$ cat config.mk
export PLATFORM = sky130hd
export DESIGN_NAME = ipr_regs
export DESIGN_NICKNAME = d
export VERILOG_FILES = /design/src/hdl/ipr_pkg.sv /design/src/hdl/ipr_regs.sv /design/src/hdl/ipr_arbiter.sv
export SDC_FILE = /design/constraint.sdc
export NUM_CORES = 1
export LEC_CHECK = 0
export ABC_AREA = 1
export BUFFER_PORTS_ARGS = -buffer_cell sky130_fd_sc_hd__buf_2
export CAP_MARGIN = 30
export CORE_MARGIN = 3
export CORE_UTILIZATION = 55
export CTS_CLUSTER_DIAMETER = 80
export DETAILED_ROUTE_END_ITERATION = 7
export PLACE_DENSITY = 0.82
export SYNTH_ARGS = -nofsm -noshare
export SYNTH_HDL_FRONTEND = slang
export SYNTH_SLANG_ARGS = --single-unit
$ cat constraint.sdc
create_clock -name clk -period 21.1 [get_ports clk]
set_clock_uncertainty 0.1 [all_clocks]
set_input_delay 3.165 -clock clk [delete_from_list [all_inputs] [get_ports clk]]
set_output_delay 3.165 -clock clk [all_outputs]
set_load 0.02 [all_outputs]
$ cat src/hdl/ipr_pkg.sv
// Package of offsets, field layouts and reset values for the priority register bank
package ipr_pkg;
  localparam int IPR_NUM_REGS = 9;
  localparam int IPR_NUM_SRC = 19;
  localparam int IPR_ADDR_W = 6;
  // Byte addresses of the priority registers, one aligned word each
  localparam logic [5:0] IPR_OFF_TIMER2_OC2_IC2 = 6'h00;
  localparam logic [5:0] IPR_OFF_UART_RX_SPI_TIMER3 = 6'h04;
  localparam logic [5:0] IPR_OFF_ADC_UART_TX = 6'h08;
  localparam logic [5:0] IPR_OFF_CHANGE_CMP_I2C = 6'h0C;
  localparam logic [5:0] IPR_OFF_EXT_INT1 = 6'h10;
  localparam logic [5:0] IPR_OFF_EXT_INT2 = 6'h14;
  localparam logic [5:0] IPR_OFF_CAPTURE3 = 6'h18;
  localparam logic [5:0] IPR_OFF_MOTOR_PWM = 6'h1C;
  localparam logic [5:0] IPR_OFF_FAULT_A_CALENDAR = 6'h20;
  // Winner status register: bit 8 valid, bits 7-3 source index, bits 2-0 level
  localparam logic [5:0] IPR_OFF_WINNER = 6'h24;
  localparam int IPR_WIN_VALID_BIT = 8;
  localparam int IPR_WIN_SRC_LSB = 3;
  // Reset level 4: top bit set, two lower bits clear
  localparam logic [2:0] IPR_PRIO_RESET = 3'h4;
  localparam logic [2:0] IPR_PRIO_OFF = 3'h0;
  localparam logic [1:0] IPR_RESP_OKAY = 2'h0;
  localparam logic [1:0] IPR_RESP_SLVERR = 2'h2;
  // Per source: register index and field low bit
  localparam logic [3:0] IPR_SRC_REG [IPR_NUM_SRC] = '{
    4'h0, 4'h0, 4'h0, 4'h1, 4'h1, 4'h1, 4'h1, 4'h2, 4'h2, 4'h3,
    4'h3, 4'h3, 4'h3, 4'h4, 4'h5, 4'h6, 4'h7, 4'h8, 4'h8};
  localparam logic [3:0] IPR_SRC_LSB [IPR_NUM_SRC] = '{
    4'hC, 4'h8, 4'h4, 4'hC, 4'h8, 4'h4, 4'h0, 4'h4, 4'h0, 4'hC,
    4'h8, 4'h4, 4'h0, 4'h0, 4'h4, 4'h4, 4'h4, 4'hC, 4'h8};
  typedef enum logic [1:0] {IPR_RD_IDLE, IPR_RD_WAIT, IPR_RD_DATA} ipr_rd_state_t;
endpackage : ipr_pkg

$ cat src/hdl/ipr_regs.sv
// AXI4-Lite bank of interrupt priority registers with a winner status word
//
// Notes on behaviour
// - Each source has a 3-bit field and code 111 is level 7, the highest user level.
// - Code 001 is level 1 and codes rise in step up to level 7.
// - Code 000 disables the source so it never wins arbitration.
// - Every field resets to level 4, top bit set and lower bits clear.
// - Bits that hold no field read as zero and ignore writes.
// - First register: timer 2 at 14-12, compare 2 at 10-8, capture 2 at 6-4.
// - Second register: serial rx 14-12, sync serial event 10-8, error 6-4, timer 3 2-0.
// - Third register: converter done 6-4, serial tx 2-0, bits 15-7 empty.
// - Fourth register: pin change 14-12, comparator 10-8, two-wire master 6-4, slave 2-0.
// - Motor PWM sits at bits 6-4 with the other bits empty.
// - Last register: fault A at 14-12, calendar at 10-8.
//
// Decided for this implementation: the AXI4-Lite register port and the placing of the registers.
`timescale 1ns/1ps
`default_nettype none
module ipr_regs import ipr_pkg::*; #(
  parameter int NSRC = IPR_NUM_SRC
) (
  input wire logic clk,
  input wire logic rst_n,
  input wire logic [IPR_ADDR_W-1:0] s_axi_awaddr,
  input wire logic s_axi_awvalid,
  output logic s_axi_awready,
  input wire logic [31:0] s_axi_wdata,
  input wire logic [3:0] s_axi_wstrb,
  input wire logic s_axi_wvalid,
  output logic s_axi_wready,
  output logic [1:0] s_axi_bresp,
  output logic s_axi_bvalid,
  input wire logic s_axi_bready,
  input wire logic [IPR_ADDR_W-1:0] s_axi_araddr,
  input wire logic s_axi_arvalid,
  output logic s_axi_arready,
  output logic [31:0] s_axi_rdata,
  output logic [1:0] s_axi_rresp,
  output logic s_axi_rvalid,
  input wire logic s_axi_rready,
  input wire logic [NSRC-1:0] irq_pending,
  output logic [3*NSRC-1:0] src_level,
  output logic irq_valid,
  output logic [4:0] irq_src,
  output logic [2:0] irq_level
);
  typedef struct packed {
    logic [NSRC-1:0][2:0] prio;
    logic aw_held;
    logic [IPR_ADDR_W-1:0] aw_addr;
    logic w_held;
    logic [31:0] w_data;
    logic [3:0] w_strb;
    logic bvalid;
    logic [1:0] bresp;
    logic rvalid;
    logic [31:0] rdata;
    logic [1:0] rresp;
  } ipr_state_t;
  ipr_state_t state;
  ipr_state_t next_state;
  logic win_valid;
  logic [4:0] win_src;
  logic [2:0] win_level;

  // Map a byte address to a register index; invalid index means unmapped
  function automatic logic [4:0] reg_index(input logic [IPR_ADDR_W-1:0] addr);
    case (addr)
      IPR_OFF_TIMER2_OC2_IC2: reg_index = 5'h00;
      IPR_OFF_UART_RX_SPI_TIMER3: reg_index = 5'h01;
      IPR_OFF_ADC_UART_TX: reg_index = 5'h02;
      IPR_OFF_CHANGE_CMP_I2C: reg_index = 5'h03;
      IPR_OFF_EXT_INT1: reg_index = 5'h04;
      IPR_OFF_EXT_INT2: reg_index = 5'h05;
      IPR_OFF_CAPTURE3: reg_index = 5'h06;
      IPR_OFF_MOTOR_PWM: reg_index = 5'h07;
      IPR_OFF_FAULT_A_CALENDAR: reg_index = 5'h08;
      IPR_OFF_WINNER: reg_index = 5'h09;
      default: reg_index = 5'h1F;
    endcase
  endfunction : reg_index

  // Assemble a register word; only field bits can be nonzero
  function automatic logic [31:0] reg_word(input logic [NSRC-1:0][2:0] prio,
                                           input logic [4:0] idx);
    logic [31:0] word;
    word = '0;
    for (int i = 0; i < NSRC; i++) begin
      if (5'(IPR_SRC_REG[i]) == idx) begin
        word[IPR_SRC_LSB[i] +: 3] = prio[i];
      end
    end
    reg_word = word;
  endfunction : reg_word

  logic [4:0] widx;
  logic [4:0] ridx;
  logic do_write;
  logic do_read;
  assign widx = reg_index(state.aw_addr);
  assign ridx = reg_index(s_axi_araddr);
  assign do_write = state.aw_held && state.w_held && !state.bvalid;
  assign do_read = s_axi_arvalid && s_axi_arready;

  // Bus handshake, field update on write, read capture
  always_comb begin
    next_state = state;
    if (s_axi_awvalid && s_axi_awready) begin
      next_state.aw_held = 1'b1;
      next_state.aw_addr = s_axi_awaddr;
    end
    if (s_axi_wvalid && s_axi_wready) begin
      next_state.w_held = 1'b1;
      next_state.w_data = s_axi_wdata;
      next_state.w_strb = s_axi_wstrb;
    end
    if (do_write) begin
      next_state.aw_held = 1'b0;
      next_state.w_held = 1'b0;
      next_state.bvalid = 1'b1;
      next_state.bresp = (widx < 5'(IPR_NUM_REGS)) ? IPR_RESP_OKAY :
                         (widx == 5'h09) ? IPR_RESP_OKAY : IPR_RESP_SLVERR;
      // Field write: unimplemented bits are simply not stored
      for (int i = 0; i < NSRC; i++) begin
        if (5'(IPR_SRC_REG[i]) == widx &&
            state.w_strb[IPR_SRC_LSB[i] / 8]) begin
          next_state.prio[i] = state.w_data[IPR_SRC_LSB[i] +: 3];
        end
      end
    end
    if (state.bvalid && s_axi_bready) begin
      next_state.bvalid = 1'b0;
    end
    if (do_read) begin
      next_state.rvalid = 1'b1;
      next_state.rresp = IPR_RESP_OKAY;
      if (ridx < 5'(IPR_NUM_REGS)) begin
        next_state.rdata = reg_word(state.prio, ridx);
      end else if (ridx == 5'h09) begin
        next_state.rdata = '0;
        next_state.rdata[IPR_WIN_VALID_BIT] = win_valid;
        next_state.rdata[IPR_WIN_SRC_LSB +: 5] = win_src;
        next_state.rdata[2:0] = win_level;
      end else begin
        next_state.rdata = '0;
        next_state.rresp = IPR_RESP_SLVERR;
      end
    end else if (state.rvalid && s_axi_rready) begin
      next_state.rvalid = 1'b0;
    end
  end

  // Whole state registered at once; every field comes up at level 4
  always_ff @(posedge clk or negedge rst_n) begin
    if (!rst_n) begin
      state <= '0;
      state.prio <= {NSRC{IPR_PRIO_RESET}};
    end else begin
      state <= next_state;
    end
  end

  // Handshakes are combinational; one write and one read outstanding
  assign s_axi_awready = !state.aw_held && !state.bvalid;
  assign s_axi_wready = !state.w_held && !state.bvalid;
  assign s_axi_arready = !state.rvalid;
  assign s_axi_bvalid = state.bvalid;
  assign s_axi_bresp = state.bresp;
  assign s_axi_rvalid = state.rvalid;
  assign s_axi_rdata = state.rdata;
  assign s_axi_rresp = state.rresp;
  assign src_level = state.prio;

  ipr_arbiter #(.NSRC(NSRC)) u_arb (
    .clk(clk),
    .rst_n(rst_n),
    .pending(irq_pending),
    .levels(state.prio),
    .win_valid(win_valid),
    .win_src(win_src),
    .win_level(win_level)
  );
  // Winner presented to the core, one cycle behind the pending inputs
  assign irq_valid = win_valid;
  assign irq_src = win_src;
  assign irq_level = win_level;

  chk_reset_level_four: assert property (@(posedge clk)
    $rose(rst_n) |-> src_level == {NSRC{IPR_PRIO_RESET}}) else $error("reset level not 4");
  chk_write_stores_field: assert property (@(posedge clk) disable iff (!rst_n)
    do_write && widx == 5'h00 && state.w_strb[1]
    |=> src_level[2:0] == $past(state.w_data[14:12])) else $error("timer2 field not stored");
  chk_unimpl_reads_zero: assert property (@(posedge clk) disable iff (!rst_n)
    do_read && ridx < 5'(IPR_NUM_REGS) |=> s_axi_rdata[31:15] == '0 && s_axi_rdata[11] == 1'b0
    && s_axi_rdata[7] == 1'b0) else $error("unimplemented bits nonzero");
  chk_adc_upper_zero: assert property (@(posedge clk) disable iff (!rst_n)
    do_read && ridx == 5'h02 |=> s_axi_rdata[15:7] == '0) else $error("adc register upper bits");
  chk_ext1_upper_zero: assert property (@(posedge clk) disable iff (!rst_n)
    do_read && ridx == 5'h04 |=> s_axi_rdata[15:3] == '0) else $error("ext line1 upper bits");
  chk_capture3_layout: assert property (@(posedge clk) disable iff (!rst_n)
    do_read && ridx == 5'h06 |=> s_axi_rdata[3:0] == '0 && s_axi_rdata[15:7] == '0)
    else $error("capture3 layout");
  chk_pwm_readback: assert property (@(posedge clk) disable iff (!rst_n)
    do_read && ridx == 5'h07 |=> s_axi_rdata[6:4] == src_level[3*16 +: 3])
    else $error("pwm readback");
  chk_fault_calendar: assert property (@(posedge clk) disable iff (!rst_n)
    do_read && ridx == 5'h08 |=> s_axi_rdata[14:12] == src_level[3*17 +: 3]
    && s_axi_rdata[10:8] == src_level[3*18 +: 3]) else $error("fault calendar layout");
  chk_level_seven_wins: assert property (@(posedge clk) disable iff (!rst_n)
    irq_pending[0] && src_level[2:0] == 3'h7 |=> irq_valid && irq_level == 3'h7)
    else $error("level 7 lost");
  chk_write_answers: assert property (@(posedge clk) disable iff (!rst_n)
    do_write |=> s_axi_bvalid) else $error("no write response");
  cov_write: cover property (@(posedge clk) do_write);
  cov_read: cover property (@(posedge clk) do_read);
  cov_winner: cover property (@(posedge clk) irq_valid && irq_level == 3'h7);
endmodule : ipr_regs
`default_nettype wire

$ cat src/hdl/ipr_arbiter.sv
// Fixed-order arbiter that picks the pending source with the highest priority
`timescale 1ns/1ps
`default_nettype none
module ipr_arbiter import ipr_pkg::*; #(
  parameter int NSRC = IPR_NUM_SRC
) (
  input wire logic clk,
  input wire logic rst_n,
  input wire logic [NSRC-1:0] pending,
  input wire logic [3*NSRC-1:0] levels,
  output logic win_valid,
  output logic [4:0] win_src,
  output logic [2:0] win_level
);
  typedef struct packed {
    logic valid;
    logic [4:0] src;
    logic [2:0] level;
  } ipr_arb_t;
  ipr_arb_t state;
  ipr_arb_t next_state;

  // Strictly greater keeps the lowest index on a tie
  always_comb begin
    next_state = '0;
    for (int i = 0; i < NSRC; i++) begin
      if (pending[i] && levels[3*i +: 3] != IPR_PRIO_OFF &&
          levels[3*i +: 3] > next_state.level) begin
        next_state.valid = 1'b1;
        next_state.src = 5'(i);
        next_state.level = levels[3*i +: 3];
      end
    end
  end

  always_ff @(posedge clk or negedge rst_n) begin
    if (!rst_n) begin
      state <= '0;
    end else begin
      state <= next_state;
    end
  end

  assign win_valid = state.valid;
  assign win_src = state.src;
  assign win_level = state.level;

  chk_disabled_never_wins: assert property (@(posedge clk) disable iff (!rst_n)
    win_valid |-> win_level != IPR_PRIO_OFF) else $error("disabled source won");
  chk_winner_is_max: assert property (@(posedge clk) disable iff (!rst_n)
    (|pending) ##1 win_valid |-> win_level >= $past(levels[2:0]) || !$past(pending[0]))
    else $error("winner below source 0 level");
endmodule : ipr_arbiter
`default_nettype wire

# [Word level (Yosys, flattened, before mapping)]
# Cells that the tools add are included.
# W data, S select, Z words.
[op_classes] order_cmp=21 eq_ne=36 n_mux=54 n_reduce_logical=102
[ops] cell="$mux W9" n=20
[ops] cell="$pmux W5 S10" n=2
[ops] cell="$mux W3" n=20
[ops] cell="$logic_and A1 B1 Y1" n=59
[ops] cell="$reduce_bool A3 Y1" n=19
[ops] cell="$gt A3 B3 Y1" n=18
[ops] cell="$eq A6 B5 Y1 const B" n=8
[ops] cell="$eq A3 B5 Y1 const A" n=8
[ops] cell="$mux W37" n=1
[ops] cell="$eq A6 B4 Y1 const B" n=4
[ops] cell="$eq A6 B6 Y1 const B" n=4
[ops] cell="$reduce_and A2 Y1" n=12
[ops] cell="$eq A2 B5 Y1 const A" n=4
[ops] cell="$mux W15" n=1
[ops] cell="$eq A6 B3 Y1 const B" n=2
[ops] cell="$logic_not A6 Y1" n=2
[ops] cell="$eq A1 B5 Y1 const A" n=2
[ops] cell="$eq A4 B5 Y1 const A" n=2
[ops] cell="$eq A5 B4 Y1 const B" n=2
[ops] cell="$logic_not A5 Y1" n=2
[ops] cell="$lt A5 B4 Y1 const B" n=2
[ops] cell="$mux W2" n=4
[ops] cell="$reduce_bool A2 Y1" n=4
[ops] cell="$mux W7" n=1
[ops] cell="other kinds (3)" n=10
[word_totals] regBits=148 output_inout_bits=107 wordCells=245

# [Logic depth before layout (Yosys ltp)]
# Gate-level depths: netlist of the first run.
[depth] depth_word=58 mapped_depth=135

# [Hierarchy]
# From an unflattened synthesis of the first run, not the netlist that was laid out.
[unflattened] cells_unflattened=1061 area_unflattened_um2=7868.8
[by_module_without_submodules] mod="ipr_regs" instances=1 cells_each=611 area_per_inst_um2=5162.5 seq_area_each_um2=2451.1
[by_module_without_submodules] mod="ipr_arbiter" instances=1 cells_each=450 area_per_inst_um2=2706.3 seq_area_each_um2=225.2

# [Least setup slack after synthesis of the first run]
# No wires, ideal clock.
[synth_timing] path_type="input port to flip-flop" start="input port irq_pending[0]" end="register u_arb.state, in the netlist u_arb.win_src[3]" setup_ns=0.120 arrival_time_ns=20.661 required_ns=20.880 setup_slack_ns=0.219 cell_stages=119 cell_sequence="inv_1 a21oi_1 inv_1 nor2_1 ha_1 nand3_1 nand2_2 nor2_4 nand2_2 o21ai_0 ha_1 or2_2 nand2_1 nand3_2 nand3b_4 nand2_2 nand2_1 o21ai_0 [... 83 more ...] o21ai_0 nand3_2 nand2_2 nand4_1 and2_1 ha_1 nand2_1 o21ai_0 nand2_1 or2_2 nand2_1 ha_1 nand2_1 nor2_1 nor4_1 inv_1 nand3_2 nor2_1"
[synth_lines] item="start: declaration" line="ipr_regs.sv:41" rtl="input wire logic [NSRC-1:0] irq_pending,"
[synth_lines] item="end signal: assignment" line="ipr_arbiter.sv:40" rtl="state <= next_state;"
[synth_lines] item="end: declaration" line="ipr_arbiter.sv:20" rtl="ipr_arb_t state;"

==> impl_metrics.py, run 1 <==
metrics = {
    "run_status": {
        "status": "finished, final reports clean",
    },
    "logic_synthesis": {
        "yosys.area_share.simple_pct": 24.8,
        "synth_cells": 963,
        "synth_compound_area_share_pct": 17.2,
        "synth_xor_area_share_pct": 0,
        "yosys_warnings": 0,
        "synth_top_family_by_area": "simple AND/OR/NAND/NOR gates",
        "synth_edf_count": 0,
        "syn_avg_cell_area_um2": 7.66,
        "synthMuxAreaShare_pct": 0.458,
        "ys_seq_area_share_pct": 36.3,
        "synthArstFlopShare_pct": 100,
        "synth.distinct_cells": 40,
        "synth_area_um2": 7370,
        "synthAdderAreaFrac_pct": 4.07,
        "synth_seq_cells": 106,
        "ys.flop_type": "dfrtp_1",
    },
    "flow_run": {
        "cap_violations": 0,
    },
    "pwr": {
        "power-per-cell-area_nw_per_um2": 94.0,
        "ir_drop_mv": 0.0702,
        "power_leakage_nw": 4.45,
    },
    "cts": {
        "tritoncts": "built",
        "cts_buffer_depth": 2,
        "ctsHoldBuffers": 0,
        "cts_root_buf": "clkbuf_16",
        "cts_sinks": 106,
        "clkSlewWorstSetupHoldPaths_ps": 70,
        "cts_made_buffers": 9,
        "clock_latency_ps": 360,
        "h-tree-depth": 3,
    },
    "place": {
        "globalplace.congestion": 0.933,
        "dp_cells": 1243,
        "port-buffer-count": 138,
        "hpwl_mm": 15.0,
    },
    "global_route": {
        "grt_pass1_vias": 6230,
        "gr-usage-all-layers_pct": 26.1,
        "overflow": 0,
        "grt_max_degree": 63,
        "antenna_found_initial": 0,
        "grt_pass1_wl_mm": 30.3,
    },
    "layout": {
        "fin_nets": 1183,
        "area.growth.synth_to_final_pct": 16.7,
        "final_common_cell": "nand2_1",
        "layout-drive-gt1-share_pct": 32.8,
        "n_antenna_cell": 0,
        "mostFrequentLayoutCells": "nand2_1 (163), buf_2 (139), inv_1 (136)",
        "final_cells": 1262,
        "fin_util_pct": 66.9,
    },
    "timing": {
        "hold_viol": 0,
        "fmax_ghz": 0.0489,
        "hold_slack_ps": 377,
        "final_max_slew_viol_count": 0,
        "period_needed_ps": 20450,
        "worst_pin_slew_ps": 840,
        "finalCritPeriodShare_pct": 96.9,
        "max-slew-margin-rel_pct": 43.8,
        "setup_violations": 0,
        "fin_setup_tns_ps": 0,
    },
    "hold_path": {
        "min_from": "s_axi_rdata[7]$_DFFE_PN0P_",
        "hp-class": "flop to flop",
    },
    "setup_path": {
        "r2r_start": "src_level[2]$_DFFE_PN1P_",
        "crit_path_end_kind": "flop",
        "slowest_stage": "a211oi_2",
        "crit_fanout": 5,
        "critPathArrivalTime_ps": 20580,
        "startpoint": "irq_pending[0]",
        "crit_top_cell": "nand2_2",
        "start_kind": "input port",
        "slowest_delay_ps": 340,
        "required_ps": 21230,
        "timing_worst_setup_path_type": "input port to flop",
    },
    "floorplan": {
        "die_y_um": 122,
        "rows": 41,
        "io_pins": 181,
        "core-area_um2": 12900,
        "die-width_um": 122,
        "dieArea_um2": 14800,
        "start_util_pct": 57.3,
    },
    "drt": {
        "vias": 6841,
        "drt_iter0_drc": 555,
        "drt-wirelength-per-cell_um": 15.5,
        "drt.antenna.violating_nets": 0,
        "drc": 0,
        "wl_mm": 19.6,
        "first_pass_iters": 7,
        "viasPerCell": 5.42,
    },
}
[state kept, by name, summed over array words and instances (netlist names)]
signal	flops
src_level	57
state	22
s_axi_rdata	14
u_arb.win_src	5
u_arb.win_level	3
s_axi_bresp	1
s_axi_bvalid	1
s_axi_rresp	1
s_axi_rvalid	1
u_arb.win_valid	1
[metrics by stage]
| step | power [mW] | setup slack [ps] | instance area (um^2) |
|---|---|---|---|
| after floorplan | 0.529 | 219 | 7450 |
| after global placement | 0.604 | -924 | 8020 |
| after detailed placement | 0.615 | -1280 | 8030 |
| after CTS | 0.782 | 35.8 | 8330 |
| after global routing | 0.864 | -325 | 8610 |
| final | 0.809 | 652 | 8610 |
[kinds of logic (layout without fill, tap and decap cells)]
family	after synthesis	count (layout)
AOI/OAI and AO/OA	226	226
adders and majority gates	24	24
buffers and inverters	243	351
DFF	106	106
muxes	3	3
other	1	20
and+or+nand+nor	360	360
[area by class of cell]
cell class              instances  area, um^2
fillers                      1108        4270
multi-input cells             633        3770
flip-flops and latches        106        2680
repair buffers                197        1130
inverters                     138         518
clock buffers                  11         253
well taps                     172         215
clock inverters                 5        42.5
[worst paths after layout]
| kind | end | slack (ps) | cells past startpoint |
|---|---|---|---|
| max | u_arb.win_valid$_DFF_PN0_ | 650 | 132 |
| min | s_axi_rdata[7]$_DFFE_PN0P_ | 380 | 2 |
| max reg2reg | u_arb.win_valid$_DFF_PN0_ | 2930 | 131 |
| min reg2reg | s_axi_rdata[7]$_DFFE_PN0P_ | 380 | 2 |
| max in group asynchronous | src_level[33]$_DFFE_PN0P_ | 17010 | 2 |
| min in group asynchronous | src_level[27]$_DFFE_PN0P_ | 2690 | 1 |
[synth_stat cells, drive strengths merged, types with 8 or more instances]
cell type,count,share of area [%]
nand2,212,14
nor4,8,0.68
inv,138,7.0
dfstp,19,6.8
clkbuf,12,0.61
a21oi,56,4.0
buf,93,9.5
o221ai,12,1.4
nand3,49,4.6
nor3,13,1.0
ha,24,4.1
o21ai,127,8.8
nand4,9,0.76
o22ai,15,1.3
dfrtp,87,30
nor2,59,3.1
[critical path: cells and delay by family]
| kind | cells | cell delay (ps) |
|---|---|---|
| simple gates | 73 | 7720 |
| fa+ha+maj | 18 | 4800 |
| compound gates | 31 | 4050 |
| buf+inv | 10 | 810 |
[power breakdown]
group          switching [mW]  internal, mW  leakage, nW
sequential             0.0393         0.251         1.33
clock                  0.0782        0.0882        0.148
combinational           0.228         0.124         2.97
[routing by layer]
metal,track usage (%),routed length [um]
met2,41.6,9090
met4,8.40,428
met5,0,0
met3,4.83,1380
met1,36.1,8730
[what timing repair did]
item | in CTS | in global routing
setup endpoints to repair | 9 | 9
resized for setup | 13 | 62
buffers inserted | 0 | 2
pin swaps | 0 | 11
(Power assumes the default switching activity.)
==> run 2: changes to the inputs <==
- CORE_UTILIZATION: 55 -> 40
- PLACE_DENSITY: 0.82 -> unset
==> impl_metrics.py, run 2 (synthesis results as in run 1) <==
metrics = {
    "global_route": {
        "use_met1_pct": 28.4,
        "overflow": 0,
        "grt-busiest-layer": "met2",
        "grt_pass1_vias": 6194,
        "grt.met2_usage_pct": 32.3,
        "grt_pass1_wl_mm": 32.0,
        "antenna_found_initial": 1,
        "grt_max_degree": 64,
        "use_met3_pct": 3.51,
        "gr-usage-all-layers_pct": 20.1,
    },
    "timing": {
        "finalCritPeriodShare_pct": 95.0,
        "fmax_ghz": 0.0499,
        "fin_setup_tns_ps": 0,
        "period_needed_ps": 20040,
        "setup_violations": 0,
        "final_max_slew_viol_count": 0,
        "hold_viol": 0,
        "worst_pin_slew_ps": 999,
        "max-slew-margin-rel_pct": 32.8,
    },
    "pwr": {
        "ir_drop_mv": 0.0665,
        "power-per-cell-area_nw_per_um2": 93.4,
        "power_leakage_nw": 4.48,
    },
    "cts": {
        "ctsHoldBuffers": 0,
        "cts_sinks": 106,
        "clkSlewWorstSetupHoldPaths_ps": 70,
        "clock_latency_ps": 360,
        "cts_made_buffers": 9,
        "cts_buffer_depth": 2,
        "h-tree-depth": 3,
        "cts_root_buf": "clkbuf_16",
        "tritoncts": "built",
    },
    "setup_path": {
        "regToRegSetupSlack_ps": 3370,
        "r2r_start": "src_level[2]$_DFFE_PN1P_",
        "start_kind": "input port",
        "critPathTopFamily": "simple AND/OR/NAND/NOR gates",
        "critPathBufInv": 12,
        "crit_fanout": 4,
        "crit_top_cell": "nand2_2",
        "slowest_delay_ps": 340,
        "required_ps": 21230,
        "timing_worst_setup_path_type": "input port to flop",
        "crit_path_end_kind": "flop",
        "r2r-end": "u_arb.win_valid$_DFF_PN0_",
        "slowest_stage": "ha_1",
        "r2r.worst_path.cells": 129,
        "critPathArrivalTime_ps": 20160,
    },
    "layout": {
        "final_common_cell": "nand2_1",
        "design_area_um2": 8820,
        "fin_nets": 1189,
        "largest_register_ffs": 57,
        "area.growth.synth_to_final_pct": 19.6,
        "mostFrequentLayoutCells": "nand2_1 (158), inv_1 (137), buf_2 (137)",
        "layout-drive-gt1-share_pct": 34.0,
        "n_antenna_cell": 0,
    },
    "run_status": {
        "status": "finished, final reports clean",
    },
    "drt": {
        "drt_iter0_drc": 366,
        "drt-wirelength-per-cell_um": 15.7,
        "vias": 6629,
        "viasPerCell": 5.00,
        "drc": 0,
        "drt.antenna.violating_nets": 0,
        "wl_mm": 20.8,
        "first_pass_iters": 5,
    },
    "hold_path": {
        "hold_path_end": "s_axi_rdata[10]$_DFFE_PN0P_",
        "min_from": "s_axi_rdata[10]$_DFFE_PN0P_",
        "min_path_cells": 2,
        "hp-class": "flop to flop",
    },
    "place": {
        "placed_area_um2": 8100,
        "port-buffer-count": 138,
        "globalplace.congestion": 0.868,
        "hpwl_mm": 16.3,
    },
    "floorplan": {
        "die-width_um": 142,
        "dieArea_um2": 20100,
        "start_util_pct": 40.9,
        "die_y_um": 142,
        "core-area_um2": 18000,
        "rows": 49,
        "io_pins": 181,
    },
    "flow_run": {
        "cap_violations": 0,
    },
}
==> run 2: cell types whose count changed in the layout (fill, tap and decap cells not counted), sizes merged <==
| cell | change |
|---|---|
| clkinv | -1 |
| clkbuf | -2 |
| inv | -1 |
| bufinv | +2 |
| buf | +6 |
| clkinvlp | +2 |
==> run 2: worst register-to-register path: cells and delay by family (launching register included) <==
kind,cells,cell delay [ps]
buffers and inverters,10,920
AND/OR/NAND/NOR,70,7130
AO/OA/AOI/OAI,31,4120
flip-flops,1,580
adder cells (fa/ha/maj),18,4670
==> run 2: final cells by class <==
class	count	area [um^2]
clock buffers	9	225
clock inverters	7	100
fillers	1796	9200
inverters	138	518
multi-input cells	633	3830
flip-flops and latches	106	2680
well taps	229	287
repair buffers	203	1180
==> run 2: metal layers <==
metal	share of wire, %	vias to the layer above
met5	0.048	-
met4	0.97	2
met3	5.7	16
met2	47	167
met1	46	3117
li1	-	3327
==> run 2: power breakdown <==
part / internal, mW / switching (mW)
Clock: 0.105 / 0.0798
Combinational: 0.121 / 0.228
Sequential: 0.251 / 0.0391
Total: 0.477 / 0.347
==> run 2: repair_timing <==
item                                    CTS  global route
endpoints found under the setup margin    9             9
gates resized for setup                  16            70
pin swaps                                 0            18
setup buffers                             0             9
==> run 2: worst max path at each step <==
stage | to | start | cells after the start | slack [ps]
4_1_cts | u_arb.win_valid$_DFF_PN0_ | irq_pending[0] | 124 | 50
5_1_grt | u_arb.win_valid$_DFF_PN0_ | irq_pending[0] | 130 | -200
6_report | u_arb.win_valid$_DFF_PN0_ | irq_pending[0] | 130 | 1060
2_1_floorplan | u_arb.win_src[3]$_DFF_PN0_ | irq_pending[0] | 119 | 220
3_5_place_dp | u_arb.win_valid$_DFF_PN0_ | irq_pending[0] | 122 | -1410
3_3_place_gp | u_arb.win_valid$_DFF_PN0_ | irq_pending[0] | 121 | -1160
==> run 2: stage by stage <==
step           std cells  utilization (%)  hold slack [ps]  power, mW  setup WS (ps)
3_5_place_dp        1300             45.0              370      0.614          -1410
2_1_floorplan        982                -              350      0.529            219
5_1_grt             1325             48.9              406      0.880           -205
4_1_cts             1316             46.8              387      0.803           50.0
6_report            1325             48.9              386      0.824           1060
3_3_place_gp        1300             45.0              360      0.607          -1160
==> run 3: changes to the inputs <==
- clock period: 21.1 -> 20 ns (I/O delays scaled with it)
==> impl_metrics.py, run 3 (synthesis results as in run 1) <==
metrics = {
    "layout": {
        "multi_input_comb_area_um2": 4140,
        "final_cells": 1349,
        "mostFrequentLayoutCells": "nand2_1 (146), inv_1 (136), buf_2 (136)",
        "regArea_um2": 2680,
        "fin_nets": 1213,
        "area.growth.synth_to_final_pct": 25.7,
        "final_common_cell": "nand2_1",
        "n_fill_cell": 1776,
        "largest_register_ffs": 57,
        "layout-drive-gt1-share_pct": 38.7,
        "n_antenna_cell": 0,
        "fin_util_pct": 51.4,
        "design_area_um2": 9270,
    },
    "cts": {
        "h-tree-depth": 3,
        "clkSlewWorstSetupHoldPaths_ps": 70,
        "tritoncts": "built",
        "cts_made_buffers": 9,
        "cts_root_buf": "clkbuf_16",
        "cts_sinks": 106,
        "clock_latency_ps": 360,
        "cts_buffer_depth": 2,
        "ctsHoldBuffers": 0,
    },
    "timing": {
        "period_needed_ps": 19300,
        "final_max_slew_viol_count": 0,
        "hold_viol": 0,
        "finalCritPeriodShare_pct": 96.5,
        "grt_setup_unrepaired": "yes",
        "setup_violations": 0,
        "hold_slack_ps": 381,
        "max-slew-margin-rel_pct": 35.4,
        "worst_pin_slew_ps": 960,
        "fin_setup_tns_ps": 0,
        "fin_ws_ps": 696,
        "fmax_ghz": 0.0518,
    },
    "flow_run": {
        "cap_violations": 0,
    },
    "setup_path": {
        "start_kind": "input port",
        "critPathArrivalTime_ps": 19450,
        "crit_fanout": 6,
        "crit_top_cell": "nand2_2",
        "timing_worst_setup_path_type": "input port to flop",
        "slowest_delay_ps": 340,
        "slowest_stage": "ha_1",
        "crit_path_end_kind": "flop",
        "required_ps": 20150,
        "critPathBufInv": 11,
        "critPathTopFamily": "simple AND/OR/NAND/NOR gates",
    },
    "drt": {
        "drt_iter0_drc": 358,
        "m1WireLength_mm": 9.71,
        "vias": 6746,
        "drt.antenna.violating_nets": 0,
        "drt-wirelength-per-cell_um": 15.7,
        "first_pass_iters": 5,
        "wl_met3_mm": 1.16,
        "wl_mm": 21.1,
        "top_layer": "met5",
        "drc": 0,
        "dr_wl_met2_mm": 9.86,
        "viasPerCell": 5.00,
    },
    "place": {
        "placed_area_um2": 8210,
        "globalplace.congestion": 0.881,
        "dp_cells": 1312,
        "port-buffer-count": 138,
        "hpwl_mm": 16.2,
        "dpl_worst_slack_ps": -1500,
    },
    "global_route": {
        "overflow": 0,
        "grt_max_degree": 61,
        "gr-usage-all-layers_pct": 20.6,
        "grt_pass1_wl_mm": 32.7,
        "antenna_found_initial": 1,
        "grt_pass1_vias": 6302,
    },
    "floorplan": {
        "core-area_um2": 18000,
        "start_util_pct": 40.9,
        "rows": 49,
        "io_pins": 181,
        "dieArea_um2": 20100,
        "die_y_um": 142,
        "die-width_um": 142,
    },
    "pwr": {
        "ir_drop_mv": 0.0702,
        "power_leakage_nw": 4.73,
        "finalPower_uw": 878,
        "power-per-cell-area_nw_per_um2": 94.8,
    },
    "hold_path": {
        "hp-class": "flop to flop",
    },
    "run_status": {
        "status": "finished, final reports clean",
    },
}
[run 3: path summary, 6_finish.rpt]
kind                                                   from                           end  slack, ps  cells after the start
min in group asynchronous                             rst_n         state[81]$_DFFE_PN0P_       2530                      1
worst max-delay path                         irq_pending[0]    u_arb.win_src[3]$_DFF_PN0_        700                    125
worst max register to register     src_level[2]$_DFFE_PN1P_    u_arb.win_src[3]$_DFF_PN0_       2800                    124
max in group asynchronous                             rst_n  u_arb.win_level[0]$_DFF_PN0_      16030                      2
worst min-delay path            s_axi_rdata[10]$_DFFE_PN0P_   s_axi_rdata[10]$_DFFE_PN0P_        380                      2
worst min register to register  s_axi_rdata[10]$_DFFE_PN0P_   s_axi_rdata[10]$_DFFE_PN0P_        380                      2
[run 3: area by class of cell]
cell class | instances | share of cell area, %
Clock buffer | 11 | 2.62
Multi-Input combinational cell | 633 | 44.6
Tap cell | 229 | 3.09
Inverter | 138 | 5.59
Timing Repair Buffer | 227 | 14.8
Clock inverter | 5 | 0.405
Sequential cell | 106 | 28.9
[run 3: metal layers]
metal | track usage [%] | vias up
li1 | - | 3394
met1 | 28.8 | 3150
met2 | 32.4 | 172
met3 | 4.28 | 28
met4 | 6.21 | 2
met5 | 0 | -
[run 3: power breakdown]
part,switching (mW),internal [mW],leakage (nW)
combinational,0.257,0.145,3.26
sequential,0.0402,0.265,1.33
clock,0.0824,0.0884,0.132
total,0.380,0.498,4.73
[run 3: worst reg2reg max path, delay by kind of cell (launching register included)]
| kind | cells | cell delay [ps] |
|---|---|---|
| buffers and inverters | 9 | 710 |
| and+or+nand+nor | 65 | 6470 |
| AOI/OAI and AO/OA | 32 | 4630 |
| DFF | 1 | 570 |
| adders and majority gates | 18 | 4610 |
[run 3: repair_timing]
| item | in CTS | in global routing |
|---|---|---|
| endpoints found under the setup margin | 9 | 9 |
| setup buffers | 1 | 21 |
| hold endpoints to repair | 0 | 0 |
| resized for setup | 40 | 97 |
| pin swaps | 5 | 88 |
| gates cloned | 0 | 0 |
